File: src/litdec_pkg.sv
/*
 * Package for the literal and table instruction decoder: opcode fields,
 * encodings, reset values, phase and state enumerations and carrier structs.
 * Assumes a single instruction clock shared by fetch and execute.
 */
package litdec_pkg;

    localparam logic [7:0]  OP_ADD_IMM      = 8'h0F;
    localparam logic [7:0]  OP_AND_IMM      = 8'h0B;
    localparam logic [7:0]  OP_OR_IMM       = 8'h09;
    localparam logic [7:0]  OP_XOR_IMM      = 8'h0A;
    localparam logic [7:0]  OP_RSUB_IMM     = 8'h08;
    localparam logic [7:0]  OP_LOAD_IMM     = 8'h0E;
    localparam logic [7:0]  OP_MUL_IMM      = 8'h0D;
    localparam logic [7:0]  OP_RET_VAL      = 8'h0C;
    localparam logic [11:0] OP_BANK_HI      = 12'h010;
    localparam logic [7:0]  OP_PTR_FIRST    = 8'hEE;
    localparam logic [7:0]  OP_PTR_SECOND   = 8'hF0;
    localparam logic [3:0]  OP_SECOND_WORD  = 4'hF;
    localparam logic [11:0] OP_TABLE_HI     = 12'h000;
    localparam logic [1:0]  OP_TABLE_GROUP  = 2'b10;
    localparam logic [1:0]  OP_TABLE_WR     = 2'b11;
    localparam logic [1:0]  TBL_NONE        = 2'b00;
    localparam logic [1:0]  TBL_POST_INC    = 2'b01;
    localparam logic [1:0]  TBL_POST_DEC    = 2'b10;
    localparam logic [1:0]  TBL_PRE_INC     = 2'b11;

    localparam int          FLAG_C          = 0;
    localparam int          FLAG_DC         = 1;
    localparam int          FLAG_Z          = 2;
    localparam int          FLAG_OV         = 3;
    localparam int          FLAG_N          = 4;

    localparam logic [7:0]  RST_WORK        = 8'h00;
    localparam logic [4:0]  RST_FLAGS       = 5'h00;
    localparam logic [3:0]  RST_BANK        = 4'h0;
    localparam logic [11:0] RST_PTR         = 12'h000;
    localparam logic [20:0] RST_TBLPTR      = 21'h00_0000;
    localparam logic [15:0] NOP_WORD        = 16'h0000;
    localparam int          PTR_COUNT       = 3;

    typedef enum logic [1:0] {
        LITDEC_Q_DECODE,
        LITDEC_Q_READ,
        LITDEC_Q_PROCESS,
        LITDEC_Q_WRITE
    } litdec_phase_t;

    typedef enum logic [1:0] {
        LITDEC_S_FIRST,
        LITDEC_S_PTR_TAIL,
        LITDEC_S_FLUSH,
        LITDEC_S_WRITE_BUSY
    } litdec_state_t;

    typedef struct packed {
        logic [15:0] word;
        logic        valid;
    } litdec_fetch_t;

    typedef struct packed {
        logic        rd;
        logic        wr;
        logic [20:0] addr;
        logic [7:0]  wdata;
    } litdec_table_t;

endpackage

File: src/litdec_core.sv
/*
 * Decode and execute for the literal-operand and program memory table
 * instruction group, with flush, second-word and pointer load handling.
 * Assumes the fetch path presents one word per four-phase instruction
 * cycle, that the table port reports memory write completion, and that
 * port pins and timer prescaler assignment come from outside as pins.
 */
// Operation
// - Add literal to working register, all flags.
// - AND literal, update zero and negative only.
// - OR literal, update zero and negative only.
// - XOR literal, update zero and negative only.
// - Literal minus working register, all flags.
// - Load literal into working register, flags kept.
// - Multiply literal by working register, flags kept.
// - Load four-bit literal into bank select.
// - Two-word load of twelve-bit pointer value.
// - Load literal then return, two cycles.
// - Table read with four pointer variants.
// - Table write with same four variants.
// - Started memory write runs until finished.
// - Port self-modify reads pins, not latch.
// - Timer-zero write clears assigned prescaler.
// - Program counter change costs flushed cycle.
// - Lone second word executes as no-operation.
`timescale 1ns/1ps
module litdec_core
    import litdec_pkg::*;
#(
    parameter int PORT_W = 8
) (
    input  wire logic          clk,
    input  wire logic          rst_b,
    input  wire litdec_fetch_t fetch,
    input  wire logic [7:0]    table_rdata,
    input  wire logic          table_wr_done,
    input  wire logic [PORT_W-1:0] port_pins,
    input  wire logic          port_self_op,
    input  wire logic          timer_zero_write,
    input  wire logic          prescaler_on_timer,
    input  wire logic [7:0]    table_latch_in,
    output litdec_table_t      table_req,
    output logic [7:0]         working_register,
    output logic [4:0]         status_flags,
    output logic [3:0]         bank_select_register,
    output logic [PTR_COUNT*12-1:0] indirect_pointer,
    output logic [15:0]        product,
    output logic [20:0]        table_pointer,
    output logic [7:0]         table_latch,
    output logic               return_pulse,
    output logic               fetch_stall,
    output logic [PORT_W-1:0]  port_operand,
    output logic               prescaler_clear,
    output litdec_phase_t      phase
);

    logic rst_s1;
    logic rst_s2;
    logic [PORT_W-1:0] pins_s1;
    logic [PORT_W-1:0] pins_s2;

    always_ff @(posedge clk or negedge rst_b) begin
        if (!rst_b) begin
            rst_s1 <= 1'b0;
            rst_s2 <= 1'b0;
        end else begin
            rst_s1 <= 1'b1;
            rst_s2 <= rst_s1;
        end
    end

    always_ff @(posedge clk or negedge rst_s2) begin
        if (!rst_s2) begin
            pins_s1 <= '0;
            pins_s2 <= '0;
        end else begin
            pins_s1 <= port_pins;
            pins_s2 <= pins_s1;
        end
    end

    litdec_state_t state;
    logic [15:0]   ir;
    logic [3:0]    ptr_hi;
    logic [1:0]    ptr_sel;
    logic          exec;

    // One instruction is taken per pass through the four phases.
    always_ff @(posedge clk or negedge rst_s2) begin
        if (!rst_s2) begin
            phase <= LITDEC_Q_DECODE;
        end else if (phase == LITDEC_Q_DECODE && !fetch.valid) begin
            phase <= LITDEC_Q_DECODE;
        end else begin
            phase <= litdec_phase_t'(phase + 2'd1);
        end
    end

    always_ff @(posedge clk or negedge rst_s2) begin
        if (!rst_s2) begin
            ir <= NOP_WORD;
        end else if (phase == LITDEC_Q_DECODE && fetch.valid) begin
            ir <= fetch.word;
        end
    end

    wire [7:0] k    = ir[7:0];
    wire [7:0] hi   = ir[15:8];
    assign exec = (phase == LITDEC_Q_WRITE) && (state == LITDEC_S_FIRST);
    wire is_table = (ir[15:4] == OP_TABLE_HI) && (ir[3:2] >= OP_TABLE_GROUP);
    wire is_twr   = is_table && (ir[3:2] == OP_TABLE_WR);

    // Arithmetic for the add and reverse-subtract forms.
    logic [8:0] sum;
    logic [4:0] nib;
    logic       ov;
    always_comb begin
        sum = 9'd0;
        nib = 5'd0;
        ov  = 1'b0;
        if (hi == OP_ADD_IMM) begin
            sum = {1'b0, working_register} + {1'b0, k};
            nib = {1'b0, working_register[3:0]} + {1'b0, k[3:0]};
            ov  = (working_register[7] == k[7]) && (sum[7] != k[7]);
        end else begin
            sum = {1'b0, k} + {1'b0, ~working_register} + 9'd1;
            nib = {1'b0, k[3:0]} + {1'b0, ~working_register[3:0]} + 5'd1;
            ov  = (k[7] != working_register[7]) && (sum[7] != k[7]);
        end
    end

    always_ff @(posedge clk or negedge rst_s2) begin
        if (!rst_s2) begin
            working_register <= RST_WORK;
            status_flags     <= RST_FLAGS;
        end else if (exec) begin
            case (hi)
                OP_ADD_IMM, OP_RSUB_IMM: begin
                    working_register     <= sum[7:0];
                    status_flags[FLAG_C] <= sum[8];
                    status_flags[FLAG_DC] <= nib[4];
                    status_flags[FLAG_Z] <= (sum[7:0] == 8'h00);
                    status_flags[FLAG_OV] <= ov;
                    status_flags[FLAG_N] <= sum[7];
                end
                OP_AND_IMM: begin
                    working_register     <= working_register & k;
                    status_flags[FLAG_Z] <= ((working_register & k) == 8'h00);
                    status_flags[FLAG_N] <= working_register[7] & k[7];
                end
                OP_OR_IMM: begin
                    working_register     <= working_register | k;
                    status_flags[FLAG_Z] <= ((working_register | k) == 8'h00);
                    status_flags[FLAG_N] <= working_register[7] | k[7];
                end
                OP_XOR_IMM: begin
                    working_register     <= working_register ^ k;
                    status_flags[FLAG_Z] <= ((working_register ^ k) == 8'h00);
                    status_flags[FLAG_N] <= working_register[7] ^ k[7];
                end
                OP_LOAD_IMM, OP_RET_VAL: begin
                    working_register <= k;
                end
                default: begin
                    if (is_table && !is_twr) begin
                        working_register <= working_register;
                    end
                end
            endcase
        end
    end

    // The product lands in its own register and flags are left alone.
    always_ff @(posedge clk or negedge rst_s2) begin
        if (!rst_s2) begin
            product <= 16'h0000;
        end else if (exec && hi == OP_MUL_IMM) begin
            product <= working_register * k;
        end
    end

    always_ff @(posedge clk or negedge rst_s2) begin
        if (!rst_s2) begin
            bank_select_register <= RST_BANK;
        end else if (exec && ir[15:4] == OP_BANK_HI) begin
            bank_select_register <= ir[3:0];
        end
    end

    // Pointer load: first word latches select and top nibble, second supplies the low byte.
    always_ff @(posedge clk or negedge rst_s2) begin
        if (!rst_s2) begin
            ptr_hi  <= 4'h0;
            ptr_sel <= 2'b00;
        end else if (exec && hi == OP_PTR_FIRST) begin
            ptr_hi  <= ir[3:0];
            ptr_sel <= ir[5:4];
        end
    end

    genvar g;
    generate
        for (g = 0; g < PTR_COUNT; g++) begin : g_ptr
            always_ff @(posedge clk or negedge rst_s2) begin
                if (!rst_s2) begin
                    indirect_pointer[g*12 +: 12] <= RST_PTR;
                end else if (phase == LITDEC_Q_WRITE && state == LITDEC_S_PTR_TAIL
                             && hi == OP_PTR_SECOND && ptr_sel == 2'(g)) begin
                    indirect_pointer[g*12 +: 12] <= {ptr_hi, k};
                end
            end
        end
    endgenerate

    // Sequencing of second cycles and a memory write in progress.
    always_ff @(posedge clk or negedge rst_s2) begin
        if (!rst_s2) begin
            state <= LITDEC_S_FIRST;
        end else if (state == LITDEC_S_WRITE_BUSY) begin
            // A completion report moves straight on to the flush cycle, however short the write.
            if (table_wr_done) begin
                state <= LITDEC_S_FLUSH;
            end
        end else if (phase == LITDEC_Q_WRITE) begin
            case (state)
                LITDEC_S_FIRST: begin
                    if (hi == OP_PTR_FIRST) begin
                        state <= LITDEC_S_PTR_TAIL;
                    end else if (is_twr) begin
                        state <= LITDEC_S_WRITE_BUSY;
                    end else if (hi == OP_RET_VAL || is_table) begin
                        state <= LITDEC_S_FLUSH;
                    end
                end
                LITDEC_S_PTR_TAIL: state <= LITDEC_S_FIRST;
                LITDEC_S_FLUSH:    state <= LITDEC_S_FIRST;
                default:           state <= LITDEC_S_FIRST;
            endcase
        end
    end

    // A lone second word falls through every decode above as a no-operation.
    always_ff @(posedge clk or negedge rst_s2) begin
        if (!rst_s2) begin
            fetch_stall <= 1'b0;
        end else begin
            fetch_stall <= (state == LITDEC_S_WRITE_BUSY) && !table_wr_done;
        end
    end

    always_ff @(posedge clk or negedge rst_s2) begin
        if (!rst_s2) begin
            return_pulse <= 1'b0;
        end else begin
            return_pulse <= exec && hi == OP_RET_VAL;
        end
    end

    // Table pointer update and table port request.
    logic [20:0] tp_use;
    always_comb begin
        tp_use = table_pointer;
        if (ir[1:0] == TBL_PRE_INC) begin
            tp_use = table_pointer + 21'd1;
        end
    end

    always_ff @(posedge clk or negedge rst_s2) begin
        if (!rst_s2) begin
            table_pointer <= RST_TBLPTR;
            table_req     <= '0;
        end else begin
            table_req.rd <= 1'b0;
            table_req.wr <= 1'b0;
            if (exec && is_table) begin
                table_req.rd    <= !is_twr;
                table_req.wr    <= is_twr;
                table_req.addr  <= tp_use;
                table_req.wdata <= table_latch_in;
                case (ir[1:0])
                    TBL_POST_INC: table_pointer <= table_pointer + 21'd1;
                    TBL_POST_DEC: table_pointer <= table_pointer - 21'd1;
                    TBL_PRE_INC:  table_pointer <= tp_use;
                    default:      table_pointer <= table_pointer;
                endcase
            end
        end
    end

    // By the flush write phase the opcode register holds the next word, so a
    // separate flag remembers that read data is due.
    logic rd_wait;
    always_ff @(posedge clk or negedge rst_s2) begin
        if (!rst_s2) begin
            rd_wait     <= 1'b0;
            table_latch <= 8'h00;
        end else if (exec && is_table && !is_twr) begin
            rd_wait <= 1'b1;
        end else if (phase == LITDEC_Q_WRITE && rd_wait) begin
            rd_wait     <= 1'b0;
            table_latch <= table_rdata;
        end
    end

    // Self-modifying port operations see the synchronised pins.
    always_ff @(posedge clk or negedge rst_s2) begin
        if (!rst_s2) begin
            port_operand <= '0;
        end else if (port_self_op) begin
            port_operand <= pins_s2;
        end
    end

    always_ff @(posedge clk or negedge rst_s2) begin
        if (!rst_s2) begin
            prescaler_clear <= 1'b0;
        end else begin
            prescaler_clear <= timer_zero_write && prescaler_on_timer;
        end
    end

    property p_load_imm;
        @(posedge clk) disable iff (!rst_s2)
        exec && hi == OP_LOAD_IMM |=> working_register == $past(k) && $stable(status_flags);
    endproperty
    a_load_imm: assert property (p_load_imm) else $error("load immediate wrong");

    property p_and_flags;
        @(posedge clk) disable iff (!rst_s2)
        exec && hi == OP_AND_IMM |=> status_flags[FLAG_C] == $past(status_flags[FLAG_C]);
    endproperty
    a_and_flags: assert property (p_and_flags) else $error("and touched carry");

    property p_add_sum;
        @(posedge clk) disable iff (!rst_s2)
        exec && hi == OP_ADD_IMM |=> working_register == 8'($past(working_register) + $past(k));
    endproperty
    a_add_sum: assert property (p_add_sum) else $error("add result wrong");

    property p_bank;
        @(posedge clk) disable iff (!rst_s2)
        exec && ir[15:4] == OP_BANK_HI |=> bank_select_register == $past(ir[3:0]);
    endproperty
    a_bank: assert property (p_bank) else $error("bank select wrong");

    property p_ret;
        @(posedge clk) disable iff (!rst_s2)
        exec && hi == OP_RET_VAL |=> return_pulse ##1 state == LITDEC_S_FLUSH;
    endproperty
    a_ret: assert property (p_ret) else $error("return not two cycles");

    property p_busy;
        @(posedge clk) disable iff (!rst_s2)
        state == LITDEC_S_WRITE_BUSY && !table_wr_done |=> state == LITDEC_S_WRITE_BUSY;
    endproperty
    a_busy: assert property (p_busy) else $error("write abandoned");

    property p_pins;
        @(posedge clk) disable iff (!rst_s2)
        port_self_op |=> port_operand == $past(pins_s2);
    endproperty
    a_pins: assert property (p_pins) else $error("port operand not pins");

    property p_presc;
        @(posedge clk) disable iff (!rst_s2)
        timer_zero_write && prescaler_on_timer |=> prescaler_clear;
    endproperty
    a_presc: assert property (p_presc) else $error("prescaler not cleared");

    property p_phase;
        @(posedge clk) disable iff (!rst_s2)
        phase == LITDEC_Q_READ |=> phase == LITDEC_Q_PROCESS ##1 phase == LITDEC_Q_WRITE;
    endproperty
    a_phase: assert property (p_phase) else $error("phase order broken");

endmodule

File: config.mk
export PLATFORM = sky130hd
export DESIGN_NAME = litdec_core
export DESIGN_NICKNAME = d
export VERILOG_FILES = /design/src/litdec_pkg.sv /design/src/litdec_core.sv
export SDC_FILE = /design/constraint.sdc
export NUM_CORES = 1
export LEC_CHECK = 0
export BUFFER_PORTS_ARGS = -buffer_cell sky130_fd_sc_hd__buf_2
export CAP_MARGIN = 20
export CORE_MARGIN = 8
export CORE_UTILIZATION = 40
export DETAILED_ROUTE_END_ITERATION = 7
export PLACE_DENSITY = 0.7
export SLEW_MARGIN = 5
export SYNTH_ARGS = -nofsm -noshare
export SYNTH_HDL_FRONTEND = slang
export SYNTH_SLANG_ARGS = --single-unit
File: constraint.sdc
create_clock -name clk -period 8 [get_ports clk]
set_clock_uncertainty 0.05 [all_clocks]
set_input_delay 1.2 -clock clk [delete_from_list [all_inputs] [get_ports clk]]
set_output_delay 1.2 -clock clk [all_outputs]
set_load 0.03 [all_outputs]
==> flow_summary_export.csv, run 1 <==
group,metric,value,unit
die,initial_core_util,40.2,%
clock_tree,postCtsSetupRepairBufs,0,
sta,final.min_clock_period,5110,ps
die,fp.dieW,182,um
routing,drt_wl_total,30000,um
yosys,ys_types,71,
yosys,ys_async_sr_fraction,100,%
grt,grt_max_degree,184,
clock_tree,cts_buffer_depth,2,
sta,rsz0062_at_grt,"false",
clock_tree,cts-hold-fix-buffers,0,
yosys,yosysMostFrequentCell,"dfrtp_1",
final_layout,num-fill-cells,2629,
clock_tree,htreeDepth,4,
sta,setup-tns-final,0,ps
grt,overflow,0,
clock_tree,cts_tree,"built",
yosys,synthTopCellsByArea,"dfrtp_1 42%, ha_1 7.4%, mux2_2 7.0%",
clock_tree,post_cts_resized,0,
final_layout,stdcell_count,1645,
routing,vias_per_cell,5.39,
grt,first_global_vias,8886,
placed_design,place_ws,2950,ps
yosys,synth_top_area_share,41.9,%
yosys,synth_edf_count,0,
sta,period_share,63.9,%
routing,ant_nets,0,
yosys,syn_area_per_cell,9.77,um2
final_layout,n_antenna_cell,0,
yosys,yosys_warnings,0,
worst_setup_path,worstPathMaxFanout,11,
placed_design,dp.cells,1613,
yosys,ys_seq_area_share,41.9,%
clock_tree,cts-buffers-inserted,17,
grt,track_usage,18.2,%
worst_setup_path,start_kind,"flip-flop",
run,drv_cap,0,
yosys,synth_top_area_cell,"dfrtp_1",
sta,finalSetupViolations,0,
sta,layout_setup_ws,2890,ps
sta,hold_viol,0,
sta,max_slew_margin,30.9,%
sta,max_freq,196,MHz
worst_setup_path,crit_type,"reg2reg",
grt,antenna_found_initial,0,
placed_design,hpwlAfterDp,22400,um
routing,dr.pass1.iters,5,
routing,vias,8865,
die,io-pin-count,189,
hold_path,min_path_type,"reg2reg",
grt,grt_pass1_wl,48300,um
worst_setup_path,crit_required,8230,ps
routing,wl_per_cell,18.3,um
run_status,outcome,"completed",
clock_tree,cts.sinks,185,
yosys,ys_ff_latch,185,
power,power.density,360,mW/mm2
yosys,syn_area,0.0111,mm2
routing,first_iter_violations,720,
final_layout,drive_gt1_share,24.2,%
placed_design,io_buffers,188,
clock_tree,cts_root_buf,"clkbuf_16",
sta,worst_slew_pin_slew,1040,ps
die,core,0.0275,mm2
clock_tree,insertion_delay,440,ps
placed_design,routabilityCongestion,0.916,
clock_tree,clkSlewWorstSetupHoldPaths,70,ps
yosys,synth_top_flop_cell,"dfrtp_1",
final_layout,final_nets,1437,
final_layout,syn_to_final_growth,16.0,%
power,leakage,6.32,nW
power,ir_drop,0.000182,V
die,std_cell_rows,61,
die,die_h,182,um
routing,route.detailed.drc,0,
worst_setup_path,crit_arrival,5350,ps
sta,drv_slew,0,
worst_setup_path,endpoint_kind,"flip-flop",
die,die_area,0.0332,mm2
yosys,ys_top_cells_by_count,"185 x dfrtp_1, 146 x nand2_1, 99 x nor2_1",
power,finalPower,4.62,mW
yosys,synthCells,1131,
yosys,synth_nets,1281,
## power by group
group          switching [mW]  internal, mW  leakage [nW]
logic                    1.58         0.970          3.66
clock network           0.378         0.430         0.260
registers               0.211          1.05          2.40
total                    2.17          2.45          6.32
## final cells by class
cell class	instances	area, um2	area share, %
inverters	92	345	2.69
multi-input cells	798	5860	45.7
clock buffers	18	429	3.35
well taps	346	433	3.38
clock inverters	13	125	0.976
flip-flops and latches	185	4630	36.1
repair buffers	193	995	7.76
## final timing paths
| check | from | endpoint | slack (ps) | cells past startpoint |
|---|---|---|---|---|
| worst max-delay path | ir[7]$_DFFE_PN0P_ | product[14]$_DFFE_PN0P_ | 2890 | 15 |
| worst min-delay path | pins_s1[3]$_DFF_PN0_ | pins_s2[3]$_DFF_PN0_ | 300 | 0 |
| worst max register to register | ir[7]$_DFFE_PN0P_ | product[14]$_DFFE_PN0P_ | 2890 | 15 |
| worst min register to register | pins_s1[3]$_DFF_PN0_ | pins_s2[3]$_DFF_PN0_ | 300 | 0 |
| max in group asynchronous | rst_s2$_DFF_PN0_ | indirect_pointer[18]$_DFFE_PN0P_ | 6650 | 1 |
| min in group asynchronous | rst_s2$_DFF_PN0_ | ir[11]$_DFFE_PN0P_ | 460 | 1 |
## metrics by stage
step / area [um2] / hold slack (ps) / utilization (%)
3_3_place_gp: 12300 / 282 / 44.6
5_1_grt: 12800 / 314 / 46.6
6_report: 12800 / 298 / 46.6
3_5_place_dp: 12300 / 285 / 44.6
4_1_cts: 12800 / 301 / 46.6
2_1_floorplan: 11100 / 281 / -
## registers in the layout, indices dropped and copies added (netlist names), 16 cells and up
| register | cells |
|---|---|
| table_pointer | 21 |
| ir | 16 |
| table_req | 31 |
| product | 16 |
| indirect_pointer | 36 |
## placed cells by master, fill, tap and decap left out, types with 8 or more instances in the layout
cell         n
o31ai_1      8
buf_2      188
a211oi_1    11
mux2_2      69
nor3_1      23
a21oi_1     28
nand4_1     11
nand2_1    146
inv_1       88
xor2_1      24
nor2b_1      8
nand2b_1     8
o21a_1      11
fa_1        38
nand3_1     24
a22oi_1      9
clkbuf_16   17
xnor2_1     22
nor2_1      99
dfrtp_1    184
ha_1        65
o21ai_0     81
## routing by layer
layer | vias up | part of all wire [%] | wire length (um) | global-route usage, %
li1 | 4170 | - | - | -
met1 | 4318 | 44 | 13100 | 23.8
met2 | 311 | 47 | 14200 | 28.8
met3 | 66 | 5.8 | 1760 | 3.64
met4 | 0 | 3.5 | 1050 | 8.13
met5 | - | 0 | 0 | 0
## kinds of logic (layout without fill, tap and decap cells)
kind of cell,Yosys count,after routing,share of synthesized area [%]
AO/OA/AOI/OAI,201,201,11.8
XOR/XNOR,46,46,3.65
adder cells (fa/ha/maj),103,103,14.2
buffers and inverters,148,316,5.16
flip-flops,185,185,41.9
multiplexers,73,73,7.39
other,1,1,0.0339
AND/OR/NAND/NOR,374,374,15.9
## worst max-delay path: stages (launching register included)
cell and delay (ps):
dfrtp_1 580, clkinv_1 370, nor2_1 270, fa_1 460, fa_1 520, fa_1 540, inv_1 50, fa_1 530
inv_1 40, ha_1 240, nor3_1 380, o211ai_1 200, a41oi_1 330, o21ai_0 170, xnor2_1 140, o21ai_0 80
No activity file was read; power rests on OpenSTA's default activity.
==> run 2, diff against run 1 <==
==> constraint.sdc (replaced) <==
create_clock -name clk -period 5.29 [get_ports clk]
set_clock_uncertainty 0.05 [all_clocks]
set_input_delay 0.7935 -clock clk [delete_from_list [all_inputs] [get_ports clk]]
set_output_delay 0.7935 -clock clk [all_outputs]
set_load 0.03 [all_outputs]
==> flow_summary_export.csv, run 2 (synthesis gave the netlist of run 1 again) <==
group,metric,value,unit
final_layout,largest_register_ffs,36,
sta,hold_ws,66.3,ps
clock_tree,htreeDepth,4,
final_layout,drive_gt1_share,25.0,%
clock_tree,cts.sinks,185,
die,die_h,182,um
final_layout,n_antenna_cell,0,
final_layout,final_nets,1449,
run,drv_cap,0,
grt,overflow,0,
routing,drt_wl_total,30200,um
clock_tree,cts_root_buf,"clkbuf_16",
die,die_area,0.0332,mm2
final_layout,num-fill-cells,2607,
worst_setup_path,crit_arrival,5090,ps
worst_setup_path,endpoint_kind,"flip-flop",
routing,first_iter_violations,660,
sta,max_slew_margin,34.4,%
hold_path,min_path_type,"in2async",
grt,grt_max_degree,83,
routing,wl_per_cell,18.2,um
clock_tree,clkSlewWorstSetupHoldPaths,80,ps
routing,route.detailed.drc,0,
power,seqPwrFrac,26.3,%
placed_design,io_buffers,188,
grt,antenna_found_initial,0,
clock_tree,cts-hold-fix-buffers,0,
die,fp.dieW,182,um
clock_tree,post_cts_resized,0,
final_layout,largestRegisters,"indirect_pointer x36, table_req x31, table_pointer x21",
placed_design,routabilityCongestion,0.916,
worst_setup_path,start_kind,"flip-flop",
placed_design,placed_cell_area,0.0123,mm2
worst_setup_path,worstPathMaxFanout,9,
sta,drv_slew,0,
routing,vias_per_cell,5.38,
power,ir_drop,0.000275,V
power,p_int,3.76,mW
clock_tree,insertion_delay,440,ps
placed_design,hpwlAfterDp,23000,um
power,power_switching,3.34,mW
sta,setup-tns-final,0,ps
clock_tree,cts_tree,"built",
final_layout,layout_commonest_cell,"buf_2",
clock_tree,cts-buffers-inserted,17,
clock_tree,postCtsSetupRepairBufs,0,
die,io-pin-count,189,
sta,max_freq,206,MHz
power,pwr-share-clk,17.8,%
sta,worst_slew_pin_slew,984,ps
sta,finalSetupViolations,0,
sta,rsz0062_at_grt,"false",
routing,vias,8924,
power,power.density,548,mW/mm2
die,core,0.0275,mm2
routing,dr.pass1.iters,6,
grt,grt_pass1_wl,49500,um
clock_tree,cts_buffer_depth,2,
sta,hold_viol,0,
grt,first_global_vias,8952,
final_layout,final_cell_area,0.0129,mm2
sta,period_share,91.9,%
final_layout,regMostFlops,"indirect_pointer",
final_layout,syn_to_final_growth,17.1,%
worst_setup_path,crit_required,5520,ps
worst_setup_path,crit_type,"reg2reg",
power,pwr-share-comb,55.9,%
power,netSwitchingFraction,47.0,%
die,std_cell_rows,61,
grt,track_usage,18.6,%
sta,final.min_clock_period,4860,ps
routing,ant_nets,0,
run_status,outcome,"completed",
die,initial_core_util,40.2,%
final_layout,layout_common_cells,"188 x buf_2, 184 x dfrtp_1, 146 x nand2_1",
power,leakage,6.40,nW
run 2: cell count changes in the layout (fill, tap and decap cells not counted):
| cell | change |
|---|---|
| buf_12 | +1 |
| buf_4 | +11 |
| bufinv_16 | -1 |
| clkbuf_1 | -1 |
| clkbuf_8 | +2 |
| clkinv_2 | -2 |
| clkinv_4 | -2 |
| clkinvlp_4 | -3 |
| inv_6 | +5 |
| inv_8 | +3 |
run 2: worst paths after layout:
check,startpoint,end,slack (ps),depth (start not counted)
hold / removal,rst_b,rst_s2$_DFF_PN0_,70,1
min in group clk,pins_s1[3]$_DFF_PN0_,pins_s2[3]$_DFF_PN0_,300,0
max in group asynchronous,rst_s2$_DFF_PN0_,indirect_pointer[14]$_DFFE_PN0P_,3870,2
setup reg to reg,ir[6]$_DFFE_PN0P_,product[14]$_DFFE_PN0P_,430,15
hold reg to reg,rst_s2$_DFF_PN0_,prescaler_clear$_DFF_PN0_,250,0
setup / recovery,ir[6]$_DFFE_PN0P_,product[14]$_DFFE_PN0P_,430,15
run 2: layout make-up:
class / count / area (um2) / area share (%)
multi-input combinational: 798 / 5860 / 45.3
sequential: 185 / 4630 / 35.8
timing repair buffer: 205 / 1100 / 8.48
clock buffer: 19 / 453 / 3.50
tap: 346 / 433 / 3.35
inverter: 92 / 345 / 2.67
clock inverter: 13 / 123 / 0.948
run 2: layer usage:
layer / part of all wire, % / global-route usage (%) / up-vias / wire [um]
met5: 0 / 0 / - / 0
met4: 1.8 / 5.58 / 0 / 548
met3: 5.9 / 4.04 / 33 / 1790
met2: 49 / 30.5 / 284 / 14700
met1: 44 / 24.3 / 4417 / 13200
li1: - / - / 4190 / -
run 2: per-stage QoR:
stage	total power, mW	std cells	setup slack, ps	utilization, %
finish	7.10	1658	429	47.1
global route	7.73	1658	93.3	47.1
CTS	7.13	1657	418	47.0
detailed placement	5.82	1625	443	44.9
global placement	5.79	1624	565	44.9
floorplan	4.74	1131	716	-
run 2: power groups by stage:
stage	clock network [mW]	registers (mW)	logic [mW]
2_1_floorplan	0	2.00	2.74
3_3_place_gp	0	1.87	3.92
3_5_place_dp	0	1.89	3.93
4_1_cts	1.29	1.87	3.97
5_1_grt	1.36	1.90	4.47
6_report	1.26	1.87	3.97
run 2: critical path, cell delays in order (launching register included):
cell and delay (ps):
dfrtp_1 560, clkinv_1 170, nor2_1 180, fa_1 480, fa_1 520, fa_1 560
inv_1 60, fa_1 530, inv_1 40, ha_1 230, nor3_1 390, o211ai_1 200
a41oi_1 330, o21ai_0 160, xnor2_1 140, o21ai_0 90
